### config.mk
export PLATFORM = sky130hd
export DESIGN_NAME = ilc_top
export DESIGN_NICKNAME = d
export VERILOG_FILES = /design/src/hw/ilc_pkg.sv /design/src/hw/ilc_det_if.sv /design/src/hw/ilc_top.sv /design/src/hw/ilc_detector.sv
export SDC_FILE = /design/constraint.sdc
export NUM_CORES = 1
export LEC_CHECK = 0
export BUFFER_PORTS_ARGS = -buffer_cell sky130_fd_sc_hd__buf_2
export CORE_UTILIZATION = 49
export CTS_CLUSTER_DIAMETER = 60
export DETAILED_ROUTE_END_ITERATION = 10
export PLACE_DENSITY = 0.77
export SYNTH_ARGS = -nofsm -noshare
export SYNTH_HDL_FRONTEND = slang
export SYNTH_HIERARCHICAL = 1
export SYNTH_SLANG_ARGS = --single-unit
### constraint.sdc
create_clock -name clk_sys -period 11 [get_ports clk_sys]
set_input_delay 2.2 -clock clk_sys [delete_from_list [all_inputs] [get_ports clk_sys]]
set_output_delay 2.2 -clock clk_sys [all_outputs]
set_load 0.05 [all_outputs]
### src/hw/ilc_pkg.sv
// Constants, register map and helper functions of the in-band loop code block.
package ilc_pkg;
  localparam int          ILC_ADDR_W        = 8;
  localparam logic [7:0]  ILC_IDX_LENCTL    = 8'h12;
  localparam logic [7:0]  ILC_IDX_TXPAT     = 8'h13;
  localparam logic [7:0]  ILC_IDX_UPPAT     = 8'h14;
  localparam logic [7:0]  ILC_IDX_DNPAT     = 8'h15;
  localparam logic [7:0]  ILC_IDX_CTRL      = 8'h16;
  localparam logic [7:0]  ILC_IDX_STATUS    = 8'h17;
  localparam logic [7:0]  ILC_IDX_MASK      = 8'h18;
  localparam logic [7:0]  ILC_IDX_LIVE      = 8'h19;
  localparam int          ILC_TXLEN_LSB     = 6;
  localparam int          ILC_UPLEN_LSB     = 3;
  localparam int          ILC_DNLEN_LSB     = 0;
  localparam int          ILC_CTRL_TXEN     = 0;
  localparam int          ILC_CTRL_FDIS     = 1;
  localparam int          ILC_EV_UP         = 0;
  localparam int          ILC_EV_DN         = 1;
  localparam logic [7:0]  ILC_RST_LENCTL    = 8'h00;
  localparam logic [7:0]  ILC_RST_PAT       = 8'h00;
  localparam logic [1:0]  ILC_RST_CTRL      = 2'h0;
  localparam logic [1:0]  ILC_RST_MASK      = 2'h0;
  localparam int          ILC_CLK_PERIOD_NS = 4;
  localparam int          ILC_INTEG_MS      = 48;
  localparam int          ILC_INTEG_CYCLES  = ILC_INTEG_MS * 1000000 / ILC_CLK_PERIOD_NS;
  localparam int          ILC_BITS_PER_ERR  = 100;
  localparam logic [15:0] ILC_ERR_SLACK     = 16'h0002;
  localparam logic [1:0]  ILC_RESP_OKAY     = 2'h0;
  localparam logic [1:0]  ILC_RESP_SLVERR   = 2'h2;

  // Last pattern index for the two-bit transmit length selection.
  function automatic logic [2:0] ilc_tx_last(input logic [1:0] sel);
    unique case (sel)
      2'h0: ilc_tx_last = 3'h4;
      2'h1: ilc_tx_last = 3'h5;
      2'h2: ilc_tx_last = 3'h6;
      2'h3: ilc_tx_last = 3'h7;
    endcase
  endfunction : ilc_tx_last

  // Returns {hit, index}; only aligned words inside the map hit.
  function automatic logic [8:0] ilc_decode(input logic [ILC_ADDR_W-1:0] addr);
    logic [7:0] idx;
    idx = {2'h0, addr[7:2]};
    ilc_decode = {(addr[1:0] == 2'h0) && (idx >= ILC_IDX_LENCTL) && (idx <= ILC_IDX_LIVE), idx};
  endfunction : ilc_decode
endpackage : ilc_pkg

### src/hw/ilc_det_if.sv
// Configuration and result signals between the top and one code detector.
`timescale 1ns/1ps
interface ilc_det_if;
  logic [7:0] pattern;
  logic [2:0] lenSel;
  logic       rxBit;
  logic       rxStrobe;
  logic       hit;
  logic       present;
  modport det (input pattern, input lenSel, input rxBit, input rxStrobe, output hit, output present);
  modport ctl (output pattern, output lenSel, output rxBit, output rxStrobe, input hit, input present);
endinterface : ilc_det_if

### src/hw/ilc_top.sv
// In-band loop code generator and up/down detectors behind an AXI4-Lite slave.
//
// Our own choice: the AXI4-Lite slave port.
`timescale 1ns/1ps
// Contract
// - Receive length field n means n+1 bits.
// - Transmit pattern register sent MSB first.
// - Up code first bit is bit seven.
// - Up code compares only top L bits.
// - Up and down pattern registers exist.
// - Down code first bit is bit seven.
// - Down code compares only top L bits.
// - Transmit length field selects five to eight.
// - Loop enable sends pattern; framing bit overwrites.
// - Flag set after 48 ms, errors tolerated.
module ilc_top
  import ilc_pkg::*;
#(
  parameter int INTEG_CYCLES = ILC_INTEG_CYCLES
)
(
  input  wire logic                  clk_sys,
  input  wire logic                  rst_b,
  input  wire logic [ILC_ADDR_W-1:0] s_axi_awaddr,
  input  wire logic                  s_axi_awvalid,
  output logic                       s_axi_awready,
  input  wire logic [31:0]           s_axi_wdata,
  input  wire logic [3:0]            s_axi_wstrb,
  input  wire logic                  s_axi_wvalid,
  output logic                       s_axi_wready,
  output logic [1:0]                 s_axi_bresp,
  output logic                       s_axi_bvalid,
  input  wire logic                  s_axi_bready,
  input  wire logic [ILC_ADDR_W-1:0] s_axi_araddr,
  input  wire logic                  s_axi_arvalid,
  output logic                       s_axi_arready,
  output logic [31:0]                s_axi_rdata,
  output logic [1:0]                 s_axi_rresp,
  output logic                       s_axi_rvalid,
  input  wire logic                  s_axi_rready,
  input  wire logic                  txPcmData,
  input  wire logic                  txBitStrobe,
  input  wire logic                  txFramingSlot,
  input  wire logic                  txFramingBit,
  input  wire logic                  rxLineData,
  input  wire logic                  rxBitStrobe,
  output logic                       txLineData,
  output logic                       irq
);
  logic [7:0]            lenCtl;
  logic [7:0]            next_lenCtl;
  logic [7:0]            txPat;
  logic [7:0]            next_txPat;
  logic [7:0]            upPat;
  logic [7:0]            next_upPat;
  logic [7:0]            dnPat;
  logic [7:0]            next_dnPat;
  logic [1:0]            ctrl;
  logic [1:0]            next_ctrl;
  logic [1:0]            status;
  logic [1:0]            next_status;
  logic [1:0]            mask;
  logic [1:0]            next_mask;
  logic [1:0]            clrBits;
  logic                  next_irq;
  logic                  awHeld;
  logic                  next_awHeld;
  logic [ILC_ADDR_W-1:0] awAddr;
  logic [ILC_ADDR_W-1:0] next_awAddr;
  logic                  wHeld;
  logic                  next_wHeld;
  logic [7:0]            wData;
  logic [7:0]            next_wData;
  logic                  wLane0;
  logic                  next_wLane0;
  logic                  next_awready;
  logic                  next_wready;
  logic                  next_bvalid;
  logic [1:0]            next_bresp;
  logic                  next_arready;
  logic                  next_rvalid;
  logic [31:0]           next_rdata;
  logic [1:0]            next_rresp;
  logic [8:0]            wrDec;
  logic [8:0]            rdDec;
  logic [7:0]            rdByte;
  logic [2:0]            txIdx;
  logic [2:0]            next_txIdx;
  logic [2:0]            txLast;
  logic                  next_txData;
  logic                  txEn;
  logic                  fbitIns;
  logic                  patBit;

  ilc_det_if upIf ();
  ilc_det_if dnIf ();

  assign upIf.pattern  = upPat;
  assign upIf.lenSel   = lenCtl[ILC_UPLEN_LSB +: 3];
  assign upIf.rxBit    = rxLineData;
  assign upIf.rxStrobe = rxBitStrobe;
  assign dnIf.pattern  = dnPat;
  assign dnIf.lenSel   = lenCtl[ILC_DNLEN_LSB +: 3];
  assign dnIf.rxBit    = rxLineData;
  assign dnIf.rxStrobe = rxBitStrobe;

  ilc_detector #(.INTEG_CYCLES(INTEG_CYCLES)) upDet (
    .clk_sys (clk_sys),
    .rst_b   (rst_b),
    .det     (upIf.det)
  );

  ilc_detector #(.INTEG_CYCLES(INTEG_CYCLES)) dnDet (
    .clk_sys (clk_sys),
    .rst_b   (rst_b),
    .det     (dnIf.det)
  );

  // Register bus: address and data are taken in either order; the response needs both.
  always_comb
  begin
    next_awHeld = awHeld;
    next_awAddr = awAddr;
    next_wHeld  = wHeld;
    next_wData  = wData;
    next_wLane0 = wLane0;
    next_bvalid = s_axi_bvalid;
    next_bresp  = s_axi_bresp;
    next_lenCtl = lenCtl;
    next_txPat  = txPat;
    next_upPat  = upPat;
    next_dnPat  = dnPat;
    next_ctrl   = ctrl;
    next_mask   = mask;
    clrBits     = 2'h0;
    wrDec       = ilc_decode(awAddr);
    if (s_axi_awvalid && s_axi_awready)
    begin
      next_awHeld = 1'b1;
      next_awAddr = s_axi_awaddr;
    end
    if (s_axi_wvalid && s_axi_wready)
    begin
      next_wHeld  = 1'b1;
      next_wData  = s_axi_wdata[7:0];
      next_wLane0 = s_axi_wstrb[0];
    end
    if (s_axi_bvalid && s_axi_bready)
    begin
      next_bvalid = 1'b0;
    end
    if (awHeld && wHeld && !s_axi_bvalid)
    begin
      next_awHeld = 1'b0;
      next_wHeld  = 1'b0;
      next_bvalid = 1'b1;
      next_bresp  = wrDec[8] ? ILC_RESP_OKAY : ILC_RESP_SLVERR;
      if (wrDec[8] && wLane0)
      begin
        unique case (wrDec[7:0])
          ILC_IDX_LENCTL: next_lenCtl = wData;
          ILC_IDX_TXPAT:  next_txPat  = wData;
          ILC_IDX_UPPAT:  next_upPat  = wData;
          ILC_IDX_DNPAT:  next_dnPat  = wData;
          ILC_IDX_CTRL:   next_ctrl   = wData[1:0];
          ILC_IDX_STATUS: clrBits     = wData[1:0];
          ILC_IDX_MASK:   next_mask   = wData[1:0];
          default:        clrBits     = 2'h0;
        endcase
      end
    end
    next_awready = !next_awHeld && !next_bvalid;
    next_wready  = !next_wHeld && !next_bvalid;
    // A detection in the same cycle as its clear keeps the bit set.
    next_status  = (status & ~clrBits) | {dnIf.hit, upIf.hit};
    next_irq     = |(next_status & next_mask);
  end

  always_comb
  begin
    next_rvalid  = s_axi_rvalid;
    next_rdata   = s_axi_rdata;
    next_rresp   = s_axi_rresp;
    rdDec        = ilc_decode(s_axi_araddr);
    rdByte       = 8'h00;
    unique case (rdDec[7:0])
      ILC_IDX_LENCTL: rdByte = lenCtl;
      ILC_IDX_TXPAT:  rdByte = txPat;
      ILC_IDX_UPPAT:  rdByte = upPat;
      ILC_IDX_DNPAT:  rdByte = dnPat;
      ILC_IDX_CTRL:   rdByte = {6'h00, ctrl};
      ILC_IDX_STATUS: rdByte = {6'h00, status};
      ILC_IDX_MASK:   rdByte = {6'h00, mask};
      ILC_IDX_LIVE:   rdByte = {6'h00, dnIf.present, upIf.present};
      default:        rdByte = 8'h00;
    endcase
    if (s_axi_rvalid && s_axi_rready)
    begin
      next_rvalid = 1'b0;
    end
    if (s_axi_arvalid && s_axi_arready)
    begin
      next_rvalid = 1'b1;
      next_rdata  = rdDec[8] ? {24'h000000, rdByte} : 32'h00000000;
      next_rresp  = rdDec[8] ? ILC_RESP_OKAY : ILC_RESP_SLVERR;
    end
    next_arready = !next_rvalid;
  end

  // Generator: the index freezes at zero while disabled, so a new code starts with bit seven.
  always_comb
  begin
    txEn        = ctrl[ILC_CTRL_TXEN];
    fbitIns     = txFramingSlot && !ctrl[ILC_CTRL_FDIS];
    txLast      = ilc_tx_last(lenCtl[ILC_TXLEN_LSB +: 2]);
    patBit      = txPat[3'h7 - txIdx];
    next_txIdx  = txIdx;
    next_txData = txLineData;
    if (!txEn)
    begin
      next_txIdx = 3'h0;
      if (txBitStrobe)
      begin
        next_txData = txPcmData;
      end
    end
    else if (txBitStrobe)
    begin
      // The framing bit replaces a pattern bit but the pattern keeps its phase.
      next_txIdx  = (txIdx >= txLast) ? 3'h0 : txIdx + 3'h1;
      next_txData = fbitIns ? txFramingBit : patBit;
    end
  end

  always_ff @(posedge clk_sys or negedge rst_b)
  begin
    if (!rst_b)
    begin
      lenCtl        <= ILC_RST_LENCTL;
      txPat         <= ILC_RST_PAT;
      upPat         <= ILC_RST_PAT;
      dnPat         <= ILC_RST_PAT;
      ctrl          <= ILC_RST_CTRL;
      mask          <= ILC_RST_MASK;
      status        <= 2'h0;
      irq           <= 1'b0;
      awHeld        <= 1'b0;
      awAddr        <= '0;
      wHeld         <= 1'b0;
      wData         <= 8'h00;
      wLane0        <= 1'b0;
      s_axi_awready <= 1'b0;
      s_axi_wready  <= 1'b0;
      s_axi_bvalid  <= 1'b0;
      s_axi_bresp   <= ILC_RESP_OKAY;
      s_axi_arready <= 1'b0;
      s_axi_rvalid  <= 1'b0;
      s_axi_rdata   <= 32'h00000000;
      s_axi_rresp   <= ILC_RESP_OKAY;
      txIdx         <= 3'h0;
      txLineData    <= 1'b0;
    end
    else
    begin
      lenCtl        <= next_lenCtl;
      txPat         <= next_txPat;
      upPat         <= next_upPat;
      dnPat         <= next_dnPat;
      ctrl          <= next_ctrl;
      mask          <= next_mask;
      status        <= next_status;
      irq           <= next_irq;
      awHeld        <= next_awHeld;
      awAddr        <= next_awAddr;
      wHeld         <= next_wHeld;
      wData         <= next_wData;
      wLane0        <= next_wLane0;
      s_axi_awready <= next_awready;
      s_axi_wready  <= next_wready;
      s_axi_bvalid  <= next_bvalid;
      s_axi_bresp   <= next_bresp;
      s_axi_arready <= next_arready;
      s_axi_rvalid  <= next_rvalid;
      s_axi_rdata   <= next_rdata;
      s_axi_rresp   <= next_rresp;
      txIdx         <= next_txIdx;
      txLineData    <= next_txData;
    end
  end
endmodule : ilc_top

### src/hw/ilc_detector.sv
// Repeating code detector with error-tolerant integration window.
`timescale 1ns/1ps
module ilc_detector
  import ilc_pkg::*;
#(
  parameter int INTEG_CYCLES = ILC_INTEG_CYCLES
)
(
  input wire logic  clk_sys,
  input wire logic  rst_b,
  ilc_det_if.det    det
);
  localparam int            TW         = $clog2(INTEG_CYCLES + 1);
  localparam logic [TW-1:0] TIMER_LAST = TW'(INTEG_CYCLES - 1);
  localparam logic [6:0]    MOD_LAST   = 7'(ILC_BITS_PER_ERR - 1);

  logic [2:0]    phase;
  logic [2:0]    next_phase;
  logic [TW-1:0] timer;
  logic [TW-1:0] next_timer;
  logic [6:0]    bitMod;
  logic [6:0]    next_bitMod;
  logic [15:0]   allow;
  logic [15:0]   next_allow;
  logic [15:0]   errCnt;
  logic [15:0]   next_errCnt;
  logic [15:0]   errSum;
  logic          present;
  logic          next_present;
  logic          hit;
  logic          next_hit;
  logic          miss;
  logic          restart;

  always_comb
  begin
    next_phase   = phase;
    next_timer   = timer + TW'(1);
    next_bitMod  = bitMod;
    next_allow   = allow;
    next_errCnt  = errCnt;
    next_present = present;
    next_hit     = 1'b0;
    miss         = det.rxBit != det.pattern[3'h7 - phase];
    errSum       = errCnt + {15'h0, det.rxStrobe & miss};
    // One error per hundred bits is tolerated; the slack absorbs early errors.
    restart      = det.rxStrobe && (errSum > (allow + ILC_ERR_SLACK));
    if (det.rxStrobe)
    begin
      next_phase  = (phase >= det.lenSel) ? 3'h0 : phase + 3'h1;
      next_errCnt = errSum;
      if (bitMod == MOD_LAST)
      begin
        next_bitMod = 7'h0;
        next_allow  = allow + 16'h0001;
      end
      else
      begin
        next_bitMod = bitMod + 7'h1;
      end
    end
    if (restart)
    begin
      // Holding the phase slips alignment one bit, so the search walks all rotations.
      next_phase   = phase;
      next_timer   = '0;
      next_errCnt  = 16'h0;
      next_allow   = 16'h0;
      next_bitMod  = 7'h0;
      next_present = 1'b0;
    end
    else if (timer == TIMER_LAST)
    begin
      next_hit     = 1'b1;
      next_present = 1'b1;
      next_timer   = '0;
      next_errCnt  = 16'h0;
      next_allow   = 16'h0;
      next_bitMod  = 7'h0;
    end
  end

  always_ff @(posedge clk_sys or negedge rst_b)
  begin
    if (!rst_b)
    begin
      phase   <= 3'h0;
      timer   <= '0;
      bitMod  <= 7'h0;
      allow   <= 16'h0;
      errCnt  <= 16'h0;
      present <= 1'b0;
      hit     <= 1'b0;
    end
    else
    begin
      phase   <= next_phase;
      timer   <= next_timer;
      bitMod  <= next_bitMod;
      allow   <= next_allow;
      errCnt  <= next_errCnt;
      present <= next_present;
      hit     <= next_hit;
    end
  end

  assign det.hit     = hit;
  assign det.present = present;
endmodule : ilc_detector

==> impl_metrics.tcl, run 1 <==
set metrics [dict create \
    tightest_slew_ns 1.17 \
    use_met3_pct 3.21 \
    first_pass_iters 5 \
    tritoncts_num_sinks 213 \
    syn_to_final_growth_pct 9.46 \
    timing.rr.start "dnDet/phase[0]" \
    worstSetupEndpoint "dnDet/phase[0]" \
    cts_hold_buffers 0 \
    worst_clock_skew_ns 0.0166 \
    vias 9192 \
    drtIter0Drc 639 \
    number_of_cells_produced_by_synthesis 1227 \
    cts_made_buffers 25 \
    final_net_count 1388 \
    post_route_cells_drive_above_1_share_pct 16.3 \
    postCtsSetupBuffers 0 \
    first_global_vias 9144 \
    place_congestion 0.859 \
    detailed_place_hpwl_um 18200 \
    maxSlewHeadroom_pct 21.7 \
    crit_path_start_kind "input pin" \
    num_io_pins 108 \
    antenna_left 0 \
    postSynthAreaPerCell_um2 10.1 \
    groute.usage.overall_pct 21.0 \
    syn-cell-area_um2 12400 \
    avgRoutedWirePerCell_um 16.6 \
    vias_per_cell 5.71 \
    io_buffer_count 54 \
    path_max_fanout 46 \
    irDropWorstVdd_mv 0.160 \
    fin_tns_setup_ns 0 \
    ys_ff_latch 213 \
    post_synth_mux_area_share_pct 6.88 \
    final_min_period_over_clock_period_pct 63.4 \
    antenna-diode-count 0 \
    synth.area.top_cells "dfrtp_1 43%, xor2_1 5.6%, ha_1 5.5%, mux2_2 4.9%, nor2_1 3.9%" \
    grt_pass1_wl_um 45200 \
    clkSlewWorstSetupHoldPaths_ns 0.06 \
    cts_max_path_buffers 3 \
    yosys.area_share.adder_pct 5.53 \
    worst_ep_arrival_time_ns 7.37 \
    netlist_top_cells_count "213 x dfrtp_1, 128 x nor2_1, 98 x nand2_1" \
    synth_top_family_by_area "simple AND/OR/NAND/NOR gates" \
    cts-resized-gates 0 \
    max_freq_ghz 0.143 \
    nFillCells 2114 \
    final-hold-violation-count 0 \
    required_time_reported_for_the_critical_path_endpoint_ns 11.39 \
    power_density_relative_to_cell_area_nw_per_um2 184 \
    synth_edf_count 0 \
    global_route.usage.met1_pct 28.1 \
    setup_viol 0 \
    tritoncts "yes" \
    worstRegToRegCells 18 \
    synthDistinctLibCells 87 \
    floorplan_row_count 57 \
    leakage_uw 0.00621 \
    htree_num_levels 1 \
    hold_ws_ns 0.461 \
    synth_top_flop_cell "dfrtp_1" \
    grt_overflow_total 0 \
    synth_most_common_cell "dfrtp_1" \
    setup_repair_after_global_routing_missed_its_margin "no" \
    grt_max_degree 76 \
    worst_hold_path_type "reg2reg" \
    yosys_warnings 6 \
    worst_setup_path_startpoint "rxBitStrobe" \
    synth_top_area_share_pct 42.8 \
    met2_usage_pct 35.1 \
    later_pin_clock_latency_in_the_skew_report_ns 0.53 \
    floorplan.initialDensity_pct 50.6 \
    floorplan.core_area_um2 24600 \
    synth_simple_gate_area_share_pct 21.5 \
    synth_seq_area_share_pct 42.8 \
    timing_max_transition_violations_final 0 \
    outcome "finished, final reports clean" \
    worst_reg2reg_setup_slack_ns 5.58 \
    floorplan.die_area_um2 26000 \
    timing.max_cap.violations 0 \
    critical_path.endpoint_type "flip-flop" \
    setup.worst_path.class "in2reg" \
    drcViolationCount 0 \
    clock-root-buffer "clkbuf_16" \
    finalWirelength_um 26800 \
    largest_area_contributor_in_the_netlist "dfrtp_1" \
    synth_compound_gate_area_share_pct 9.00 \
    worstReg2RegEnd "dnDet/phase[0]" \
    initial_antenna_violation_count 0 \
    asyncSetResetFlopFracSynth_pct 100 \
    busiest_layer "met2" \
    die_height_um 161 \
    post_synth_xor_area_fraction_pct 9.22 \
    report.power.total_uw 2510 \
    die_width_um 161 \
    final.min_clock_period_ns 6.98 \
]
-- cell usage in the layout (no fill, tap or decap), types with 13 or more instances in the layout --
| cell | instances |
|---|---|
| a22o_1 | 18 |
| a21oi_1 | 29 |
| ha_1 | 55 |
| xor2_1 | 79 |
| and4_1 | 13 |
| xnor2_1 | 52 |
| nand2_1 | 98 |
| nand3_1 | 65 |
| conb_1 | 26 |
| nor2_1 | 128 |
| buf_2 | 53 |
| nor3_1 | 13 |
| and2_1 | 18 |
| and3_1 | 28 |
| clkbuf_16 | 25 |
| nand4_1 | 45 |
| nor2b_1 | 15 |
| dfrtp_1 | 213 |
| mux2_2 | 54 |
| o21ai_0 | 32 |
| inv_1 | 35 |
-- cell type report --
class | instances | area, um^2 | area share, %
flip-flops and latches | 213 | 5330 | 39.1
well taps | 324 | 405 | 2.98
inverters | 36 | 135 | 0.992
multi-input cells | 932 | 6590 | 48.3
clock inverters | 10 | 121 | 0.891
repair buffers | 60 | 324 | 2.38
clock buffers | 35 | 723 | 5.31
-- power by group --
part	switching, uW	internal [uW]	leakage (uW)
clock	333	508	0.000420
sequential	161	910	0.00281
combinational	362	239	0.00297
total	856	1660	0.00621
-- sequential cells by signal, indices dropped and copies added, names as in the netlist, 2 cells and up --
signal,cells
upDet/bitMod,7
dnDet/errCnt,16
s_axi_rdata,8
upDet/phase,3
dnDet/phase,3
dnDet/bitMod,7
dnIf.pattern,8
wData,8
txPat,8
ctrl,2
dnDet/timer,24
upDet/errCnt,16
mask,2
status,2
lenCtl,8
dnDet/allow,16
upDet/allow,16
upDet/timer,24
txIdx,3
upIf.pattern,8
awAddr,8
-- routing by layer --
layer	share of wire (%)	wire, um
met3	4.5	1200
met4	2.5	674
met1	45	12100
met5	0	0
met2	48	12800
-- how the worst min path moves through the flow --
stage,startpoint,endpoint,cells past startpoint
5_1_grt,wHeld,s_axi_wready,1
3_5_place_dp,wHeld,s_axi_wready,1
4_1_cts,wHeld,s_axi_wready,1
6_report,wHeld,s_axi_wready,1
2_1_floorplan,wHeld,s_axi_wready,1
3_3_place_gp,wHeld,s_axi_wready,1
-- logic make-up after synthesis --
kind of cell               Yosys count
xor gates and xnor gates           131
adders and majority gates           55
muxes                               70
DFF                                213
other                                1
AOI/OAI and AO/OA                  150
and+or+nand+nor                    500
buffers and inverters              107
-- worst max-delay path, stage by stage --
cell and delay [ns]:
buf_2 0.08, buf_4 0.44, clkinv_1 0.50, nor2_1 0.22, ha_1 0.20, ha_1 0.21, nand3_1 0.17, nor3_2 0.33
and3_1 0.25, and3_1 0.22, xor2_1 0.16, ha_1 0.27, nand4_2 0.15, o221ai_1 0.19, o31ai_2 0.88, buf_4 0.35
and2_0 0.37, o21ai_0 0.14
-- stage by stage --
| stage | worst slack, ns | instances | instance area (um^2) | util, % |
|---|---|---|---|---|
| floorplan | 5.42 | 1252 | 12500 | - |
| global placement | 3.60 | 1565 | 12800 | 51.9 |
| detailed placement | 3.57 | 1565 | 12800 | 51.9 |
| CTS | 4.06 | 1610 | 13600 | 55.4 |
| global route | 3.70 | 1610 | 13600 | 55.4 |
| finish | 4.02 | 1610 | 13600 | 55.4 |
Power figures use the tool's default switching activity.
==> run 2, diff against run 1 <==
==> constraint.sdc (replaced) <==
create_clock -name clk_sys -period 7.07 [get_ports clk_sys]
set_input_delay 1.414 -clock clk_sys [delete_from_list [all_inputs] [get_ports clk_sys]]
set_output_delay 1.414 -clock clk_sys [all_outputs]
set_load 0.05 [all_outputs]
==> run 2 against run 1 <==
- first-iteration DRC count is 5.2% lower
- die area stayed put
- global-route usage is 0.12 points higher
- worst setup slack worse by 2.4 ns
- register-to-register slack worse by 4.0 ns
- power is 57% higher
- hold slack better by 0.014 ns
==> impl_metrics.tcl, run 2 (synthesis results as in run 1) <==
set metrics [dict create \
    leakage_uw 0.00622 \
    worst_ep_arrival_time_ns 5.85 \
    tightest_slew_ns 1.01 \
    report.power.total_uw 3930 \
    cell_count_of_the_worst_hold_path 1 \
    place_congestion 0.871 \
    required_time_reported_for_the_critical_path_endpoint_ns 7.48 \
    critical_path.slowest_cell "o31ai_2" \
    floorplan.initialDensity_pct 50.6 \
    setup_viol 0 \
    initial_antenna_violation_count 0 \
    tritoncts_num_sinks 213 \
    worst_hold_path_type "reg2reg" \
    worst_clock_skew_ns 0.0244 \
    cts_max_path_buffers 3 \
    critical-path-top-cell-by-count "ha_1" \
    cts-resized-gates 0 \
    drcViolationCount 0 \
    antenna-diode-count 0 \
    drtIter0Drc 606 \
    hold_start "wHeld" \
    io_buffer_count 54 \
    floorplan.die_area_um2 26000 \
    worst_path_largest_cell_delay_ns 0.84 \
    crit_path_start_kind "flip-flop" \
    final-hold-violation-count 0 \
    num_io_pins 108 \
    detailed_place_hpwl_um 18300 \
    maxSlewHeadroom_pct 32.2 \
    mostFrequentLayoutCells "213 x dfrtp_1, 128 x nor2_1, 98 x nand2_1" \
    floorplan.core_area_um2 24600 \
    irDropWorstVdd_mv 0.165 \
    timing.max_cap.violations 0 \
    die_width_um 161 \
    crit_chain "mux4_2, mux2i_1, xor2_1, nor2_1, ha_1, ha_1, nand3_1, nor3_2, and3_1, and3_1, xor2_1, ha_1, nand4_2, o221ai_1, o31ai_2, buf_4, nand2_2, o41ai_1" \
    setup_repair_after_global_routing_missed_its_margin "no" \
    post_route_cells_drive_above_1_share_pct 16.6 \
    postCtsSetupBuffers 0 \
    clkSlewWorstSetupHoldPaths_ns 0.06 \
    timing.rr.start "dnDet/phase[0]" \
    mostFrequentLayoutCell "dfrtp_1" \
    path_max_fanout 12 \
    max_freq_ghz 0.184 \
    groute.usage.overall_pct 21.1 \
    cts_made_buffers 24 \
    worstRegToRegCells 18 \
    fin_tns_setup_ns 0 \
    reg_top3 "dnDet/timer (24), upDet/timer (24)" \
    final_cell_count_no_fill 1611 \
    cp_num_buf_inv 1 \
    setup.worst_path.class "reg2reg" \
    clock-root-buffer "clkbuf_16" \
    tritoncts "yes" \
    grt_pass1_wl_um 45600 \
    first_global_vias 9215 \
    syn_to_final_growth_pct 9.70 \
    finalWirelength_um 26700 \
    number_of_placed_instances_taps_included 1567 \
    vias 9211 \
    vias_per_cell 5.72 \
    critical_path.endpoint_type "flip-flop" \
    critical_path_depth 18 \
    die_height_um 161 \
    timing_max_transition_violations_final 0 \
    power_density_relative_to_cell_area_nw_per_um2 288 \
    avgRoutedWirePerCell_um 16.6 \
    path_delay_family "simple AND/OR/NAND/NOR gates" \
    htree_num_levels 1 \
    later_pin_clock_latency_in_the_skew_report_ns 0.54 \
    first_pass_iters 7 \
    final_net_count 1389 \
    final_min_period_over_clock_period_pct 77.1 \
    worst_setup_path_startpoint "dnDet/phase[0]" \
    outcome "finished, final reports clean" \
    grt_max_degree 114 \
    grt_overflow_total 0 \
    antenna_left 0 \
    final.min_clock_period_ns 5.45 \
    floorplan_row_count 57 \
    cts_hold_buffers 0 \
]
-- run 2: cell count changes in the layout (fill, tap and decap cells not counted), sizes merged --
cell      before  now
inv           39   36
clkbuf        36   31
clkinv         5    9
bufinv         2    3
clkinvlp       0    2
buf           59   61
-- run 2: worst paths after layout --
check	endpoint	slack [ns]
min reg2reg	s_axi_wready	0.48
min in group asynchronous	txPat[2]	0.98
max reg2reg	dnDet/allow[11]	1.62
max in group asynchronous	upDet/timer[21]	4.82
min	s_axi_wready	0.48
max	dnDet/allow[11]	1.62
-- run 2: worst register-to-register path: stages (launching register included) --
cell	delay, ns
dfrtp_1	0.45
mux4_2	0.53
mux2i_1	0.21
xor2_1	0.10
nor2_1	0.10
ha_1	0.19
ha_1	0.23
nand3_1	0.17
nor3_2	0.34
and3_1	0.27
and3_1	0.22
xor2_1	0.17
ha_1	0.27
nand4_2	0.15
o221ai_1	0.20
o31ai_2	0.84
buf_4	0.34
nand2_2	0.20
o41ai_1	0.36
-- run 2: through the flow --
step	cell area (um^2)	hold slack (ns)	setup slack, ns	utilization [%]
floorplan	12500	0.424	2.28	-
global placement	12800	0.448	1.25	52.0
detailed placement	12800	0.458	1.10	52.0
CTS	13700	0.470	1.63	55.5
global route	13700	0.500	1.30	55.5
finish	13700	0.476	1.62	55.5
-- run 2: final cells by class --
| type | instances | area, um^2 |
|---|---|---|
| Clock buffer | 30 | 683 |
| Fill cell | 2085 | 11000 |
| Timing Repair Buffer | 62 | 339 |
| Multi-Input combinational cell | 932 | 6590 |
| Inverter | 36 | 135 |
| Sequential cell | 213 | 5330 |
| Clock inverter | 14 | 176 |
| Tap cell | 324 | 405 |
-- run 2: per-layer routing --
layer / GRT usage, % / wire, um
met2: 35.0 / 12700
met1: 28.6 / 11900
met3: 3.39 / 1490
met5: 0 / 0
met4: 6.13 / 524
-- run 2: power by group --
part	switching [uW]	internal (uW)	total, uW
combinational	569	379	948
sequential	253	1420	1670
clock	519	800	1320
